--- src/logic/frs_pkg.sv ---
// Package: constants and carriers for the result status and host port block
package frs_pkg;
  // ****************************************
  // Bit positions
  // ****************************************
  localparam int BIT0 = 0;
  localparam int BIT1 = 1;
  localparam int BIT2 = 2;
  localparam int BIT3 = 3;
  localparam int BIT4 = 4;
  localparam int BIT5 = 5;
  localparam int BIT6 = 6;
  localparam int BIT7 = 7;
  localparam logic [7:0] BYTE_ZERO = 8'h00;
  localparam logic [7:0] BAD_TRACK_CODE = 8'hFF;
  localparam logic SEL_STATUS = 1'b0;
  localparam logic SEL_DATA = 1'b1;

  // ****************************************
  // Carriers
  // ****************************************
  // One-cycle event strobes from the command engine
  typedef struct packed {
    logic cmd_start;
    logic end_of_cyl;
    logic id_crc_err;
    logic data_crc_err;
    logic overrun;
    logic sector_missing;
    logic id_read_fail;
    logic track_start_missing;
    logic write_attempt;
    logic id_sync_absent;
    logic payload_sync_absent;
    logic deleted_seen;
    logic track_compare;
    logic compare_equal;
    logic compare_miss;
  } frs_evt_s;

  // Drive-side pin levels, asynchronous and passed through the two-flop synchroniser in the port
  typedef struct packed {
    logic write_protect;
    logic track_zero;
    logic head_side_state;
    logic unit_pick_hi;
    logic unit_pick_lo;
  } frs_drv_s;

  typedef enum logic [1:0] {
    FRS_IDLE = 2'b00,
    FRS_RD = 2'b01,
    FRS_WR = 2'b10
  } frs_acc_e;
endpackage

--- src/logic/frs_sync.sv ---
// Two-flop synchroniser for a group of asynchronous levels
`timescale 1ns/10ps
module frs_sync #(
  parameter int W = 1
) (
  // Clock and reset
  input wire logic i_ref_clk,
  input wire logic i_nrst,
  // Data
  input wire logic [W-1:0] i_async,
  output logic [W-1:0] o_sync
);
  logic [W-1:0] meta_reg;

  always_ff @(posedge i_ref_clk) begin
    if (!i_nrst) begin
      meta_reg <= '0;
      o_sync <= '0;
    end else begin
      meta_reg <= i_async;
      o_sync <= meta_reg;
    end
  end
endmodule

--- src/logic/frs_strobe.sv ---
// Host strobe decoder: turns synchronised strobe levels into access pulses
`timescale 1ns/10ps
module frs_strobe (
  // Clock and reset
  input wire logic i_ref_clk,
  input wire logic i_nrst,
  // Synchronised host levels
  input wire logic i_rd_n,
  input wire logic i_wr_n,
  // Access pulses
  output logic o_rd_start,
  output logic o_rd_end,
  output logic o_wr_start
);
  import frs_pkg::*;

  frs_acc_e acc_reg;
  frs_acc_e acc_next;

  // ****************************************
  // Access state
  // ****************************************
  // Both strobes low is illegal and treated as no access
  always_comb begin
    acc_next = FRS_IDLE;
    case ({i_rd_n, i_wr_n})
      2'b01: acc_next = FRS_RD;
      2'b10: acc_next = FRS_WR;
      default: acc_next = FRS_IDLE;
    endcase
  end

  always_ff @(posedge i_ref_clk) begin
    if (!i_nrst) begin
      acc_reg <= FRS_IDLE;
    end else begin
      acc_reg <= acc_next;
    end
  end

  assign o_rd_start = (acc_next == FRS_RD) && (acc_reg != FRS_RD);
  assign o_rd_end = (acc_reg == FRS_RD) && (acc_next != FRS_RD);
  assign o_wr_start = (acc_next == FRS_WR) && (acc_reg != FRS_WR);
endmodule

--- src/logic/frs_port.sv ---
// Result status registers one to three and the host status/data port
`timescale 1ns/10ps
module frs_port (
  // Clock and reset
  input wire logic i_ref_clk,
  input wire logic i_nrst,
  // Host bus pins
  input wire logic i_reg_select_line,
  input wire logic i_rd_n,
  input wire logic i_wr_n,
  input wire logic [7:0] i_db,
  output logic [7:0] o_db,
  output logic o_db_oe,
  // Command engine side
  input wire frs_pkg::frs_evt_s i_evt,
  input wire logic [7:0] i_cyl_medium,
  input wire logic [7:0] i_target_id_store,
  input wire logic i_host_transfer_request,
  input wire logic i_transfer_direction,
  input wire logic [5:0] i_msr_low,
  input wire logic i_rsp_load,
  input wire logic [7:0] i_rsp_byte,
  output logic [7:0] o_cmd_byte,
  output logic o_cmd_valid,
  output logic o_rsp_taken,
  // Drive side pins
  input wire frs_pkg::frs_drv_s i_drv,
  // Result registers
  output logic [7:0] o_result_status_one,
  output logic [7:0] o_result_status_two,
  output logic [7:0] o_result_status_three
);
  import frs_pkg::*;

  // ****************************************
  // Pin synchronisation
  // ****************************************
  logic [2:0] host_sync;
  logic [7:0] db_sync;
  frs_drv_s drv_sync;
  logic sel_s;
  logic rd_n_s;
  logic wr_n_s;
  logic rd_start;
  logic rd_end;
  logic wr_start;

  frs_sync #(.W(3)) u_host_sync (
    .i_ref_clk(i_ref_clk),
    .i_nrst(i_nrst),
    .i_async({i_reg_select_line, i_rd_n, i_wr_n}),
    .o_sync(host_sync)
  );

  // Bus byte must settle before the strobe, so two flops keep pace with it
  frs_sync #(.W(8)) u_db_sync (
    .i_ref_clk(i_ref_clk),
    .i_nrst(i_nrst),
    .i_async(i_db),
    .o_sync(db_sync)
  );

  frs_sync #(.W($bits(frs_drv_s))) u_drv_sync (
    .i_ref_clk(i_ref_clk),
    .i_nrst(i_nrst),
    .i_async(i_drv),
    .o_sync(drv_sync)
  );

  // Strobes reset low, which decodes as both low and so as no access
  assign sel_s = host_sync[2];
  assign rd_n_s = host_sync[1];
  assign wr_n_s = host_sync[0];

  // ****************************************
  // Strobe decode
  // ****************************************

  frs_strobe u_strobe (
    .i_ref_clk(i_ref_clk),
    .i_nrst(i_nrst),
    .i_rd_n(rd_n_s),
    .i_wr_n(wr_n_s),
    .o_rd_start(rd_start),
    .o_rd_end(rd_end),
    .o_wr_start(wr_start)
  );

  // ****************************************
  // Register one flags
  // ****************************************
  logic [7:0] rs1_reg;
  logic [7:0] rs1_next;
  logic [7:0] rs1_set;
  logic write_blocked;

  // Protect level lags its pin by two cycles through the synchroniser
  assign write_blocked = i_evt.write_attempt && drv_sync.write_protect;

  always_comb begin
    rs1_set = BYTE_ZERO;
    rs1_set[BIT7] = i_evt.end_of_cyl;
    rs1_set[BIT5] = i_evt.id_crc_err || i_evt.data_crc_err;
    rs1_set[BIT4] = i_evt.overrun;
    rs1_set[BIT2] = i_evt.sector_missing || i_evt.id_read_fail
      || i_evt.track_start_missing;
    rs1_set[BIT1] = write_blocked;
    rs1_set[BIT0] = i_evt.id_sync_absent || i_evt.payload_sync_absent;
  end

  // Set beats the start-of-command clear so no event is lost
  always_comb begin
    rs1_next = (i_evt.cmd_start ? BYTE_ZERO : rs1_reg) | rs1_set;
    rs1_next[BIT6] = 1'b0;
    rs1_next[BIT3] = 1'b0;
  end

  always_ff @(posedge i_ref_clk) begin
    if (!i_nrst) begin
      rs1_reg <= BYTE_ZERO;
    end else begin
      rs1_reg <= rs1_next;
    end
  end

  // ****************************************
  // Register two flags
  // ****************************************
  logic [7:0] rs2_reg;
  logic [7:0] rs2_next;
  logic [7:0] rs2_set;
  logic cyl_diff;

  // Cylinders are compared only in the cycle the engine flags
  assign cyl_diff = i_evt.track_compare && (i_cyl_medium != i_target_id_store);

  always_comb begin
    rs2_set = BYTE_ZERO;
    rs2_set[BIT6] = i_evt.deleted_seen;
    rs2_set[BIT5] = i_evt.data_crc_err;
    rs2_set[BIT4] = cyl_diff && i_evt.sector_missing;
    rs2_set[BIT3] = i_evt.compare_equal;
    rs2_set[BIT2] = i_evt.compare_miss;
    rs2_set[BIT1] = cyl_diff && i_evt.sector_missing
      && (i_cyl_medium == BAD_TRACK_CODE);
    rs2_set[BIT0] = i_evt.payload_sync_absent;
  end

  always_comb begin
    rs2_next = (i_evt.cmd_start ? BYTE_ZERO : rs2_reg) | rs2_set;
    rs2_next[BIT7] = 1'b0;
  end

  always_ff @(posedge i_ref_clk) begin
    if (!i_nrst) begin
      rs2_reg <= BYTE_ZERO;
    end else begin
      rs2_reg <= rs2_next;
    end
  end

  // ****************************************
  // Register three drive state
  // ****************************************
  logic [7:0] rs3_reg;
  logic [7:0] rs3_next;

  always_comb begin
    rs3_next = BYTE_ZERO;
    rs3_next[BIT7] = 1'b0;
    rs3_next[BIT6] = drv_sync.write_protect;
    rs3_next[BIT5] = 1'b1;
    rs3_next[BIT4] = drv_sync.track_zero;
    rs3_next[BIT3] = drv_sync.write_protect;
    rs3_next[BIT2] = drv_sync.head_side_state;
    rs3_next[BIT1] = drv_sync.unit_pick_hi;
    rs3_next[BIT0] = drv_sync.unit_pick_lo;
  end

  always_ff @(posedge i_ref_clk) begin
    if (!i_nrst) begin
      rs3_reg <= BYTE_ZERO;
    end else begin
      rs3_reg <= rs3_next;
    end
  end

  assign o_result_status_one = rs1_reg;
  assign o_result_status_two = rs2_reg;
  assign o_result_status_three = rs3_reg;

  // ****************************************
  // Command and result data register
  // ****************************************
  logic [7:0] data_reg;
  logic cmd_valid_reg;
  logic rsp_taken_reg;
  logic host_write;
  logic rd_sel_reg;

  // Writes with select low are illegal and dropped
  assign host_write = wr_start && (sel_s == SEL_DATA);

  // Host write has priority over an engine load in the same cycle
  always_ff @(posedge i_ref_clk) begin
    if (!i_nrst) begin
      data_reg <= BYTE_ZERO;
    end else if (host_write) begin
      data_reg <= db_sync;
    end else if (i_rsp_load) begin
      data_reg <= i_rsp_byte;
    end
  end

  always_ff @(posedge i_ref_clk) begin
    if (!i_nrst) begin
      cmd_valid_reg <= 1'b0;
    end else begin
      cmd_valid_reg <= host_write;
    end
  end

  // Select kept from read start, as the host may drop it with the strobe
  always_ff @(posedge i_ref_clk) begin
    if (!i_nrst) begin
      rd_sel_reg <= SEL_STATUS;
    end else if (rd_start) begin
      rd_sel_reg <= sel_s;
    end
  end

  // Pulse marks a result byte consumed, so the engine may load the next
  always_ff @(posedge i_ref_clk) begin
    if (!i_nrst) begin
      rsp_taken_reg <= 1'b0;
    end else begin
      rsp_taken_reg <= rd_end && (rd_sel_reg == SEL_DATA);
    end
  end

  assign o_cmd_byte = data_reg;
  assign o_cmd_valid = cmd_valid_reg;
  assign o_rsp_taken = rsp_taken_reg;

  // ****************************************
  // Host read path
  // ****************************************
  logic [7:0] msr;
  logic [7:0] db_out_reg;
  logic db_oe_reg;

  always_comb begin
    msr = {2'b00, i_msr_low};
    msr[BIT7] = i_host_transfer_request;
    msr[BIT6] = i_transfer_direction;
  end

  // Byte is captured at strobe start and held for the whole read
  always_ff @(posedge i_ref_clk) begin
    if (!i_nrst) begin
      db_out_reg <= BYTE_ZERO;
    end else if (rd_start) begin
      db_out_reg <= (sel_s == SEL_STATUS) ? msr : data_reg;
    end
  end

  always_ff @(posedge i_ref_clk) begin
    if (!i_nrst) begin
      db_oe_reg <= 1'b0;
    end else if (rd_start) begin
      db_oe_reg <= 1'b1;
    end else if (rd_end) begin
      db_oe_reg <= 1'b0;
    end
  end

  assign o_db = db_out_reg;
  assign o_db_oe = db_oe_reg;
endmodule

--- config.mk ---
export PLATFORM = sky130hd
export DESIGN_NAME = frs_port
export DESIGN_NICKNAME = d
export VERILOG_FILES = /design/src/logic/frs_pkg.sv /design/src/logic/frs_sync.sv /design/src/logic/frs_strobe.sv /design/src/logic/frs_port.sv
export SDC_FILE = /design/constraint.sdc
export NUM_CORES = 1
export LEC_CHECK = 0
export BUFFER_PORTS_ARGS = -buffer_cell sky130_fd_sc_hd__buf_2
export CAP_MARGIN = 20
export CORE_UTILIZATION = 39
export CTS_BUF_LIST = sky130_fd_sc_hd__clkbuf_4 sky130_fd_sc_hd__clkbuf_8 sky130_fd_sc_hd__clkbuf_16
export DETAILED_ROUTE_END_ITERATION = 16
export GPL_TIMING_DRIVEN = 0
export HOLD_SLACK_MARGIN = 0.08
export PLACE_DENSITY = 0.63
export SYNTH_ARGS = -nofsm -noshare
export SYNTH_HDL_FRONTEND = slang
export SYNTH_SLANG_ARGS = --single-unit
--- constraint.sdc ---
create_clock -name i_ref_clk -period 3 [get_ports i_ref_clk]
set_clock_uncertainty 0.1 [all_clocks]
set_input_delay 0.3 -clock i_ref_clk [delete_from_list [all_inputs] [get_ports i_ref_clk]]
set_output_delay 0.3 -clock i_ref_clk [all_outputs]
set_load 0.005 [all_outputs]
==> summary.md, run 1 <==
| Metric | Value |
|---|---|
| Status | complete, no violations |
| CTS tree | yes |
| Slowest stage delay, CP | 520 ps |
| Tmin final | 1610 ps |
| Yosys cell types | 30 |
| Hold Path Depth | 2 |
| Worst min path class | primary input to flip-flop |
| Initial Utilization | 40.56% |
| Max cap viols | 0 |
| Setup violators final | 0 |
| Power, Total | 2177 uW |
| Fin crit share | 53.66% |
| Worst slack, placed | 1503 ps |
| Mapped Cells | 235 |
| Reg2Reg Depth | 7 |
| Die Y | 83.49 um |
| CTS Buf Count | 9 |
| Core Box Area | 0.006386 sq mm |
| Pwr dens | 587.4 mW/mm^2 |
| Seq/Total Area, Yosys | 56.43% |
| CP Cell Sequence | dlygate4sd3_1, buf_2, clkbuf_2, buf_2, buf_2, o211a_1 |
| Initial DRC count | 66 |
| Clock Root Buffer | clkbuf_8 |
| Area delta synth->final | 43.09% |
| Initial antenna violation count | 0 |
| TNS Setup | 0 ps |
| DR WL/cell | 11.62 um |
| IO Count | 109 |
| Drt drc | 0 |
| TritonCTS sink count | 73 |
| Drt total wl | 5.323 mm |
| RSZ-0062 raised after global routing | no |
| Htree depth | 3 |
| GPL Wtd Cong | 0.7080 |
| First-pass GRT wire length | 8.880 mm |
| Antenna-violating nets left | 0 |
| I/O Buffers | 103 |
| Peak VDD IR | 0.0002564 V |
| Most used cell, CP | buf_2 |
| Fin. Hold Viols | 0 |
| Die X | 83.49 um |
| Startpoint Class | primary input |
| Crit Path Category | primary input to flip-flop |
| Leakage | 0.001911 uW |
| Layout cells sized above 1 | 35.17% |
| Avg Vias per Cell | 4.437 |
| Largest net degree at the start of global routing | 14 |
| Row count | 29 |
| Worst Path Max Fanout | 10 |
| Total Routing Usage GR | 16.28% |
| Via count | 2032 |
| Number of global-route vias before repair | 1972 |
| Antenna diodes | 0 |
| CP max stage cell | dlygate4sd3_1 |
| Die area | 0.006971 sq mm |
| Placement Cell Area | 0.003213 sq mm |
| Critical Path End Type | flip-flop |
| Post-Syn Area | 0.002590 sq mm |
| Required @ worst endpoint | 3180 ps |
| Hpwl dp | 3.792 mm |
| Achievable Freq | 0.6212 GHz |
| Clk slew on worst S/H paths | 80 ps |
| Max Slew Vio Count | 0 |
| Nets | 444 |
| Clock Path Buffers | 2 |
| Slack of the critical path | 1390 ps |
| Arr. time, crit path | 1790 ps |
| Avg Inst Size Synth | 11.02 sq um |
| Synth warnings | 0 |
| Worst-Skew Late Latency | 340 ps |
| Synthesized flop and latch total | 73 |
| Total gr overflow | 0 |
| Drt first pass iters | 4 |
| Design area | 0.003706 sq mm |
metal layers:
metal  vias up  GRT usage, %  part of all wire (%)  routed length [um]
met4         0         8.320                   2.0                 104
met2        73         26.97                    46                2434
met1       897         19.75                    46                2452
met5         -             0                     0                   0
li1       1054             -                     -                   -
met3         8         3.858                   6.2                 332
through the flow:
step	hold slack (ps)	cells	utilization, %
2_1_floorplan	227.7	238	-
3_3_place_gp	314.9	418	50.31
3_5_place_dp	317.7	418	50.31
4_1_cts	84.64	458	58.03
5_1_grt	110.7	458	58.03
6_report	100.3	458	58.03
area by class of cell:
type,instances,area [sq um]
Buffer,18,106.4
Clock buffer,10,137.6
Clock inverter,6,115.1
Fill cell,578,2680
Inverter,3,11.26
Multi-Input combinational cell,144,1022
Sequential cell,73,1461
Tap cell,77,96.34
Timing Repair Buffer,127,755.7
report_power, final:
part / internal [uW] / switching, uW
registers: 1010 / 18.8
clock network: 578 / 363
logic: 121 / 82.0
total: 1710 / 464
cells in the mapped netlist:
cell type | instances | area, sq um
dfxtp_1 | 73 | 1461
and2_1 | 39 | 244.0
mux2i_1 | 18 | 180.2
nand2_1 | 16 | 60.06
o211a_1 | 16 | 160.2
nor2b_1 | 14 | 87.58
a21oi_1 | 8 | 40.04
xor2_1 | 8 | 70.07
buf_2 | 6 | 30.03
buf_4 | 6 | 45.04
clkbuf_1 | 4 | 15.01
nand2b_1 | 3 | 18.77
a211oi_1 | 2 | 15.01
and3_1 | 2 | 12.51
ha_1 | 2 | 25.02
inv_1 | 2 | 7.510
nand4_1 | 2 | 12.51
nor4_1 | 2 | 12.51
a21o_1 | 1 | 7.510
a22o_1 | 1 | 8.760
a22oi_1 | 1 | 7.510
and2b_1 | 1 | 7.510
buf_6 | 1 | 11.26
clkbuf_2 | 1 | 5.000
clkinv_1 | 1 | 3.750
conb_1 | 1 | 3.750
nand3_1 | 1 | 5.000
nand3_4 | 1 | 17.52
nor2_1 | 1 | 3.750
o41a_1 | 1 | 11.26
critical path: cells and delay by family:
kind | cells | cell delay [ps]
compound gates | 1 | 180
buf+inv | 5 | 1290
what timing repair did:
item	CTS	global route
hold buffers	24	0
endpoints found under the hold margin	24	0
setup buffers	0	0
resized for setup	0	0
placed cells by master (no fill, tap or decap), drive strengths merged:
cell,n
buf,116
a211oi,2
mux2i,18
ha,2
o41a,1
inv,2
nor2b,14
nand2b,3
nand2,16
a21oi,8
dfxtp,73
o211a,16
clkbuf,15
nor4,2
a22oi,1
nand3,2
and2b,1
conb,4
bufinv,3
xor2,8
clkinvlp,1
a22o,1
nor2,1
dlygate4sd3,24
a21o,1
and3,2
nand4,2
clkinv,3
and2,39
path summary, 6_finish.rpt:
check	start	endpoint	slack, ps
max	i_nrst	o_cmd_byte[1]$_SDFFE_PN0P_	1390
min	i_evt[8]	o_result_status_one[2]$_SDFF_PN0_	100
max reg2reg	u_host_sync.o_sync[1]$_SDFF_PN0_	o_db[3]$_SDFFE_PN0P_	1500
min reg2reg	u_drv_sync.meta_reg[2]$_SDFF_PN0_	u_drv_sync.o_sync[2]$_SDFF_PN0_	330
logic make-up (layout without fill, tap and decap cells):
kind of cell	after synthesis	count (layout)	synth area share [%]
AOI/OAI and AO/OA	30	30	9.662
xor gates and xnor gates	8	8	2.705
adders and majority gates	2	2	0.9660
buffers and inverters	21	164	4.541
DFF	73	73	56.43
muxes	18	18	6.956
other	1	4	0.1448
and+or+nand+nor	82	82	18.60
Power figures use the tool's default switching activity.
==> run 2: changes to the inputs <==
==> constraint.sdc (replaced) <==
create_clock -name i_ref_clk -period 1.7 [get_ports i_ref_clk]
set_clock_uncertainty 0.1 [all_clocks]
set_input_delay 0.17 -clock i_ref_clk [delete_from_list [all_inputs] [get_ports i_ref_clk]]
set_output_delay 0.17 -clock i_ref_clk [all_outputs]
set_load 0.005 [all_outputs]
==> run 2 against run 1 <==
Hold slack got worse by 0.86 ps. Sequential power rose by 77%. Largest cell class unchanged. Combinational power rose by 93%. Setup slack got worse by 1200 ps. Utilization rose by 2.8 points. Critical path depth fell by 1. Register-to-register slack got worse by 1300 ps. Die area did not move.
==> summary.md, run 2 (same netlist as run 1, synthesis figures left out) <==
| Metric | Value |
|---|---|
| Worst Path Max Fanout | 1 (-9) |
| Drt drc | 0 (unchanged) |
| Peak VDD IR | 0.0004550 V (+77%) |
| Nets | 462 (+4.1%) |
| Antenna-violating nets left | 0 (unchanged) |
| Drt first pass iters | 4 (unchanged) |
| I/O Buffers | 103 (unchanged) |
| Crit Path Category | primary input to flip-flop |
| Via count | 2119 (+4.3%) |
| IO Count | 109 (unchanged) |
| Antenna diodes | 0 (unchanged) |
| Slowest stage delay, CP | 590 ps (+70 ps) |
| Max Slew Vio Count | 0 (unchanged) |
| Worst min path class | primary input to flip-flop |
| TNS Setup | 0 ps (unchanged) |
| Total gr overflow | 0 (unchanged) |
| Layout cells sized above 1 | 33.58% (-1.6 points) |
| RSZ-0062 raised after global routing | no |
| GR peak layer | met2 |
| Fin crit share | 89.83% |
| Most used cell, CP | dlygate4sd3_1 |
| Hpwl dp | 3.792 mm (unchanged) |
| Non-filler cells, final | 476 (+3.9%) |
| Htree depth | 3 (unchanged) |
| # hold bufs at CTS | 42 (+75%) |
| Status | complete, no violations |
| Max cap viols | 0 (unchanged) |
| Routing usage on met2 | 29.21% (+2.2 points) |
| Tmin final | 1527 ps |
| Clock Root Buffer | clkbuf_8 |
| Worst slack, placed | 202.8 ps (-1300 ps) |
| DR WL/cell | 11.68 um (+0.47%) |
| Worst-Skew Late Latency | 340 ps (about the same) |
| Slack of the critical path | 172.9 ps (-1217 ps) |
| PostCTS Resize Cnt | 0 (unchanged) |
| Avg Vias per Cell | 4.452 (+0.34%) |
| Setup violators final | 0 (unchanged) |
| Die area | 0.006971 sq mm (unchanged) |
| CTS tree | yes |
| Row count | 29 (unchanged) |
| Pwr dens | 997.5 mW/mm^2 (+70%) |
| Commonest non-fill, non-tap cell in the layout | buf_2 |
| Clk slew on worst S/H paths | 70 ps (about the same) |
| Most frequent cells in the layout | buf_2 (109), dfxtp_1 (73), dlygate4sd3_1 (42), and2_1 (39), mux2i_1 (18) |
| Critical Path End Type | flip-flop |
| GR Util met3 | 3.956% (+0.099 points) |
| FILL cells | 557 (-3.6%) |
| Largest net degree at the start of global routing | 14 (unchanged) |
| Dpl cells | 418 (unchanged) |
| Die Y | 83.49 um (unchanged) |
| Fin. Hold Viols | 0 (unchanged) |
| Initial antenna violation count | 0 (unchanged) |
| CTS Buf Count | 9 (unchanged) |
| Leakage | 0.001989 uW (+4.1%) |
| CP max stage cell | dlygate4sd3_1 |
| First-pass GRT wire length | 9.232 mm (+4.0%) |
| Arr. time, crit path | 1660 ps (-130 ps) |
| Initial DRC count | 69 (+4.5%) |
| TritonCTS sink count | 73 (unchanged) |
| CP Cell Sequence | dlygate4sd3_1, buf_2, a211oi_1, dlygate4sd3_1, nor2b_1 |
| Area delta synth->final | 50.05% |
| Die X | 83.49 um (unchanged) |
| Worst hold slack | 99.46 ps (-0.8612 ps) |
| Startpoint Class | primary input |
| GPL Wtd Cong | 0.7080 (unchanged) |
| Number of global-route vias before repair | 2078 (+5.4%) |
| Met1 Usage GRT | 19.62% (-0.13 points) |
| Post-CTS setup buffer count | 0 (unchanged) |
| Total Routing Usage GR | 16.89% (+0.61 points) |
| Clock Path Buffers | 2 (unchanged) |
| Required @ worst endpoint | 1840 ps (-1340 ps) |
| Core Box Area | 0.006386 sq mm (unchanged) |
| Achievable Freq | 0.6548 GHz |
| Drt total wl | 5.558 mm (+4.4%) |
| Initial Utilization | 40.56% (unchanged) |
-- run 2: path summary, 6_finish.rpt --
path,startpoint,endpoint,slack [ps],cells past startpoint
hold reg to reg,u_drv_sync.meta_reg[2]$_SDFF_PN0_,u_drv_sync.o_sync[2]$_SDFF_PN0_,330,1
hold / removal,i_rsp_byte[1],o_cmd_byte[1]$_SDFFE_PN0P_,100,4
setup reg to reg,u_host_sync.o_sync[1]$_SDFF_PN0_,o_db[4]$_SDFFE_PN0P_,190,7
setup / recovery,i_evt[5],o_result_status_one[0]$_SDFF_PN0_,170,5
-- run 2: per-layer routing --
layer / share of wire (%) / vias to the layer above / routed length [um]
li1: - / 1090 / -
met1: 44 / 946 / 2469
met2: 48 / 75 / 2646
met3: 6.1 / 8 / 338
met4: 1.9 / 0 / 104
met5: 0 / - / 0
-- run 2: worst max-delay path, delay by kind of cell --
kind,cells,cell delay (ps)
buf+inv,3,1240
compound gates,1,210
simple gates,1,40
-- run 2: per-stage QoR --
step	utilization (%)	power (uW)	instance area, sq um
after floorplan	-	2023	2601
after global placement	50.31	2175	3213
after detailed placement	50.31	2181	3213
after CTS	60.85	3918	3886
after global routing	60.85	4039	3886
final	60.85	3877	3886
-- run 2: layout make-up --
type / count / area [sq um] / share of cell area, %
clock inverters: 6 / 115.1 / 2.962
flip-flops and latches: 73 / 1461 / 37.60
inverters: 3 / 11.26 / 0.2898
plain buffers: 18 / 106.4 / 2.737
multi-input cells: 144 / 1022 / 26.30
well taps: 77 / 96.34 / 2.479
clock buffers: 10 / 137.6 / 3.542
repair buffers: 145 / 935.9 / 24.08
-- run 2: report_power, final --
group | leakage (uW) | switching, uW | internal, uW
clock | 0.000123 | 641 | 1020
combinational | 0.00126 | 152 | 240
sequential | 0.000602 | 33.7 | 1790
total | 0.00199 | 827 | 3050
==> run 3: changes to the inputs <==
--- a/config.mk
+++ b/config.mk
@@ -7,12 +7,13 @@
 export LEC_CHECK = 0
 export BUFFER_PORTS_ARGS = -buffer_cell sky130_fd_sc_hd__buf_2
 export CAP_MARGIN = 20
-export CORE_UTILIZATION = 39
+export CORE_UTILIZATION = 45
 export CTS_BUF_LIST = sky130_fd_sc_hd__clkbuf_4 sky130_fd_sc_hd__clkbuf_8 sky130_fd_sc_hd__clkbuf_16
 export DETAILED_ROUTE_END_ITERATION = 16
 export GPL_TIMING_DRIVEN = 0
 export HOLD_SLACK_MARGIN = 0.08
-export PLACE_DENSITY = 0.63
+export PLACE_DENSITY = 0.72
+export RECOVER_POWER = 25
 export SYNTH_ARGS = -nofsm -noshare
 export SYNTH_HDL_FRONTEND = slang
 export SYNTH_SLANG_ARGS = --single-unit
==> run 3 against run 2 <==
Sequential power about the same. Combinational power about the same. Sequential share of layout area up 0.75 points. Cell count down 0.63%. Critical path depth unchanged. First-iteration DRC count up 1.4%. Flip-flop and latch count unchanged. Via count up 1.0%. Non-clock buffer count up 2. Maximum frequency up 0.93%. Cell area down 2.0%. Utilization up 7.9 points.
==> summary.md, run 3 (same netlist as run 1, synthesis figures left out) <==
| Metric | Value |
|---|---|
| Met2 Wirelength | 3.020 mm (+14%) |
| Startpoint Class | primary input |
| GPL Wtd Cong | 0.7421 (+4.8%) |
| Layout cells sized above 1 | 29.68% (-3.9 points) |
| Most frequent cells in the layout | buf_2 (94), dfxtp_1 (73), dlygate4sd3_1 (44), and2_1 (39), clkbuf_1 (19) |
| Total Routing Usage GR | 20.77% (+3.9 points) |
| Fin. Hold Viols | 0 (unchanged) |
| Clk slew on worst S/H paths | 80 ps (about the same) |
| Crit Path Category | primary input to flip-flop |
| Worst Path Max Fanout | 2 (+1) |
| Clock Root Buffer | clkbuf_8 |
| Required @ worst endpoint | 1850 ps (about the same) |
| Initial Utilization | 46.75% (+6.2 points) |
| Initial DRC count | 70 (+1.4%) |
| Htree depth | 3 (unchanged) |
| Drt total wl | 5.818 mm (+4.7%) |
| Fin crit share | 89.00% (-0.83 points) |
| Peak VDD IR | 0.0005538 V (+22%) |
| Die Y | 77.87 um (-6.7%) |
| IO Count | 109 (unchanged) |
| Die X | 77.87 um (-6.7%) |
| Achievable Freq | 0.6609 GHz (+0.93%) |
| Area delta synth->final | 47.10% |
| Number of global-route vias before repair | 2175 (+4.7%) |
| Drt drc | 0 (unchanged) |
| Critical Path End Type | flip-flop |
| Commonest non-fill, non-tap cell in the layout | buf_2 |
| Hpwl dp | 3.801 mm (+0.23%) |
| Placement Cell Area | 0.003207 sq mm (-0.19%) |
| Arr. time, crit path | 1660 ps (about the same) |
| CTS Buf Count | 9 (unchanged) |
| Pwr dens | 899.8 mW/mm^2 (-9.8%) |
| Max Slew Vio Count | 0 (unchanged) |
| DR WL/cell | 12.30 um (+5.3%) |
| Drt first pass iters | 5 (+1) |
| Post-CTS setup buffer count | 0 (unchanged) |
| Largest net degree at the start of global routing | 14 (unchanged) |
| Avg Vias per Cell | 4.526 (+1.7%) |
| Worst-Skew Late Latency | 340 ps (about the same) |
| Design area | 0.003810 sq mm (-2.0%) |
| Clock Path Buffers | 2 (unchanged) |
| TritonCTS sink count | 73 (unchanged) |
| Met3 routed WL | 316 um (-6.5%) |
| Final core area utilization | 68.77% (+7.9 points) |
| M1 wire length | 2.385 mm (-3.4%) |
| Antenna diodes | 0 (unchanged) |
| Die area | 0.006063 sq mm (-13%) |
| Leakage | 0.001911 uW (-3.9%) |
| Via count | 2141 (+1.0%) |
| FILL cells | 454 (-18%) |
| Tmin final | 1513 ps (-14.10 ps) |
| Total gr overflow | 0 (unchanged) |
| Top sig layer | met4 |
| TNS Setup | 0 ps (unchanged) |
| Nets | 464 (+0.43%) |
| First-pass GRT wire length | 9.577 mm (+3.7%) |
| Worst min path class | primary input to flip-flop |
| RSZ-0062 raised after global routing | no |
| Max cap viols | 0 (unchanged) |
| Setup violators final | 0 (unchanged) |
| Antenna-violating nets left | 0 (unchanged) |
| Initial antenna violation count | 0 (unchanged) |
| Status | complete, no violations |
| Worst hold slack | 88.05 ps (-11.41 ps) |
| I/O Buffers | 103 (unchanged) |
| Row count | 27 (-6.9%) |
| Core Box Area | 0.005540 sq mm (-13%) |
| CTS tree | yes |
==> run 3: metal layers <==
metal | track usage [%] | up-vias
met5 | 0 | -
met4 | 8.491 | 0
met3 | 6.000 | 10
met2 | 38.05 | 66
met1 | 22.12 | 972
li1 | - | 1093
==> run 3: worst max-delay path, cell delays in order <==
cell and delay [ps]:
dlygate4sd3_1 560, buf_2 140, a211oi_1 170, dlygate4sd3_1 580, nor2b_1 40
==> run 3: power breakdown <==
part / total, uW / leakage [uW] / switching, uW / internal, uW
clock network: 1210 / 0.0000922 / 636 / 571
logic: 395 / 0.00122 / 156 / 239
registers: 1830 / 0.000602 / 35.2 / 1790
total: 3430 / 0.00191 / 828 / 2600
==> run 3: what timing repair did <==
item,4_1_cts,5_1_grt
gates resized for setup,0,0
hold buffers,44,0
hold endpoints to repair,40,0
==> run 3: cell type report <==
cell class | instances | area [sq um] | share of cell area, %
timing repair buffer | 147 | 937.1 | 24.60
sequential | 73 | 1461 | 38.36
tap | 72 | 90.09 | 2.365
inverter | 3 | 11.26 | 0.2956
clock buffer | 10 | 137.6 | 3.612
buffer | 18 | 106.4 | 2.791
multi-input combinational | 144 | 1022 | 26.83
clock inverter | 6 | 43.79 | 1.149
==> run 3: through the flow <==
stage / cells / worst slack [ps] / power, uW
finish: 473 / 187.0 / 3428
global route: 473 / 38.22 / 3603
CTS: 473 / 202.4 / 3467
detailed placement: 413 / 206.1 / 2181
global placement: 413 / 236.4 / 2170
floorplan: 238 / 340.1 / 2023
==> run 3: worst paths after layout <==
kind,start,cells past startpoint,slack (ps),endpoint
max,i_evt[4],5,190,o_result_status_one[0]$_SDFF_PN0_
min reg2reg,u_db_sync.meta_reg[5]$_SDFF_PN0_,1,330,u_db_sync.o_sync[5]$_SDFF_PN0_
min,i_msr_low[0],4,90,o_db[0]$_SDFFE_PN0P_
max reg2reg,u_host_sync.o_sync[1]$_SDFF_PN0_,7,200,o_db[0]$_SDFFE_PN0P_
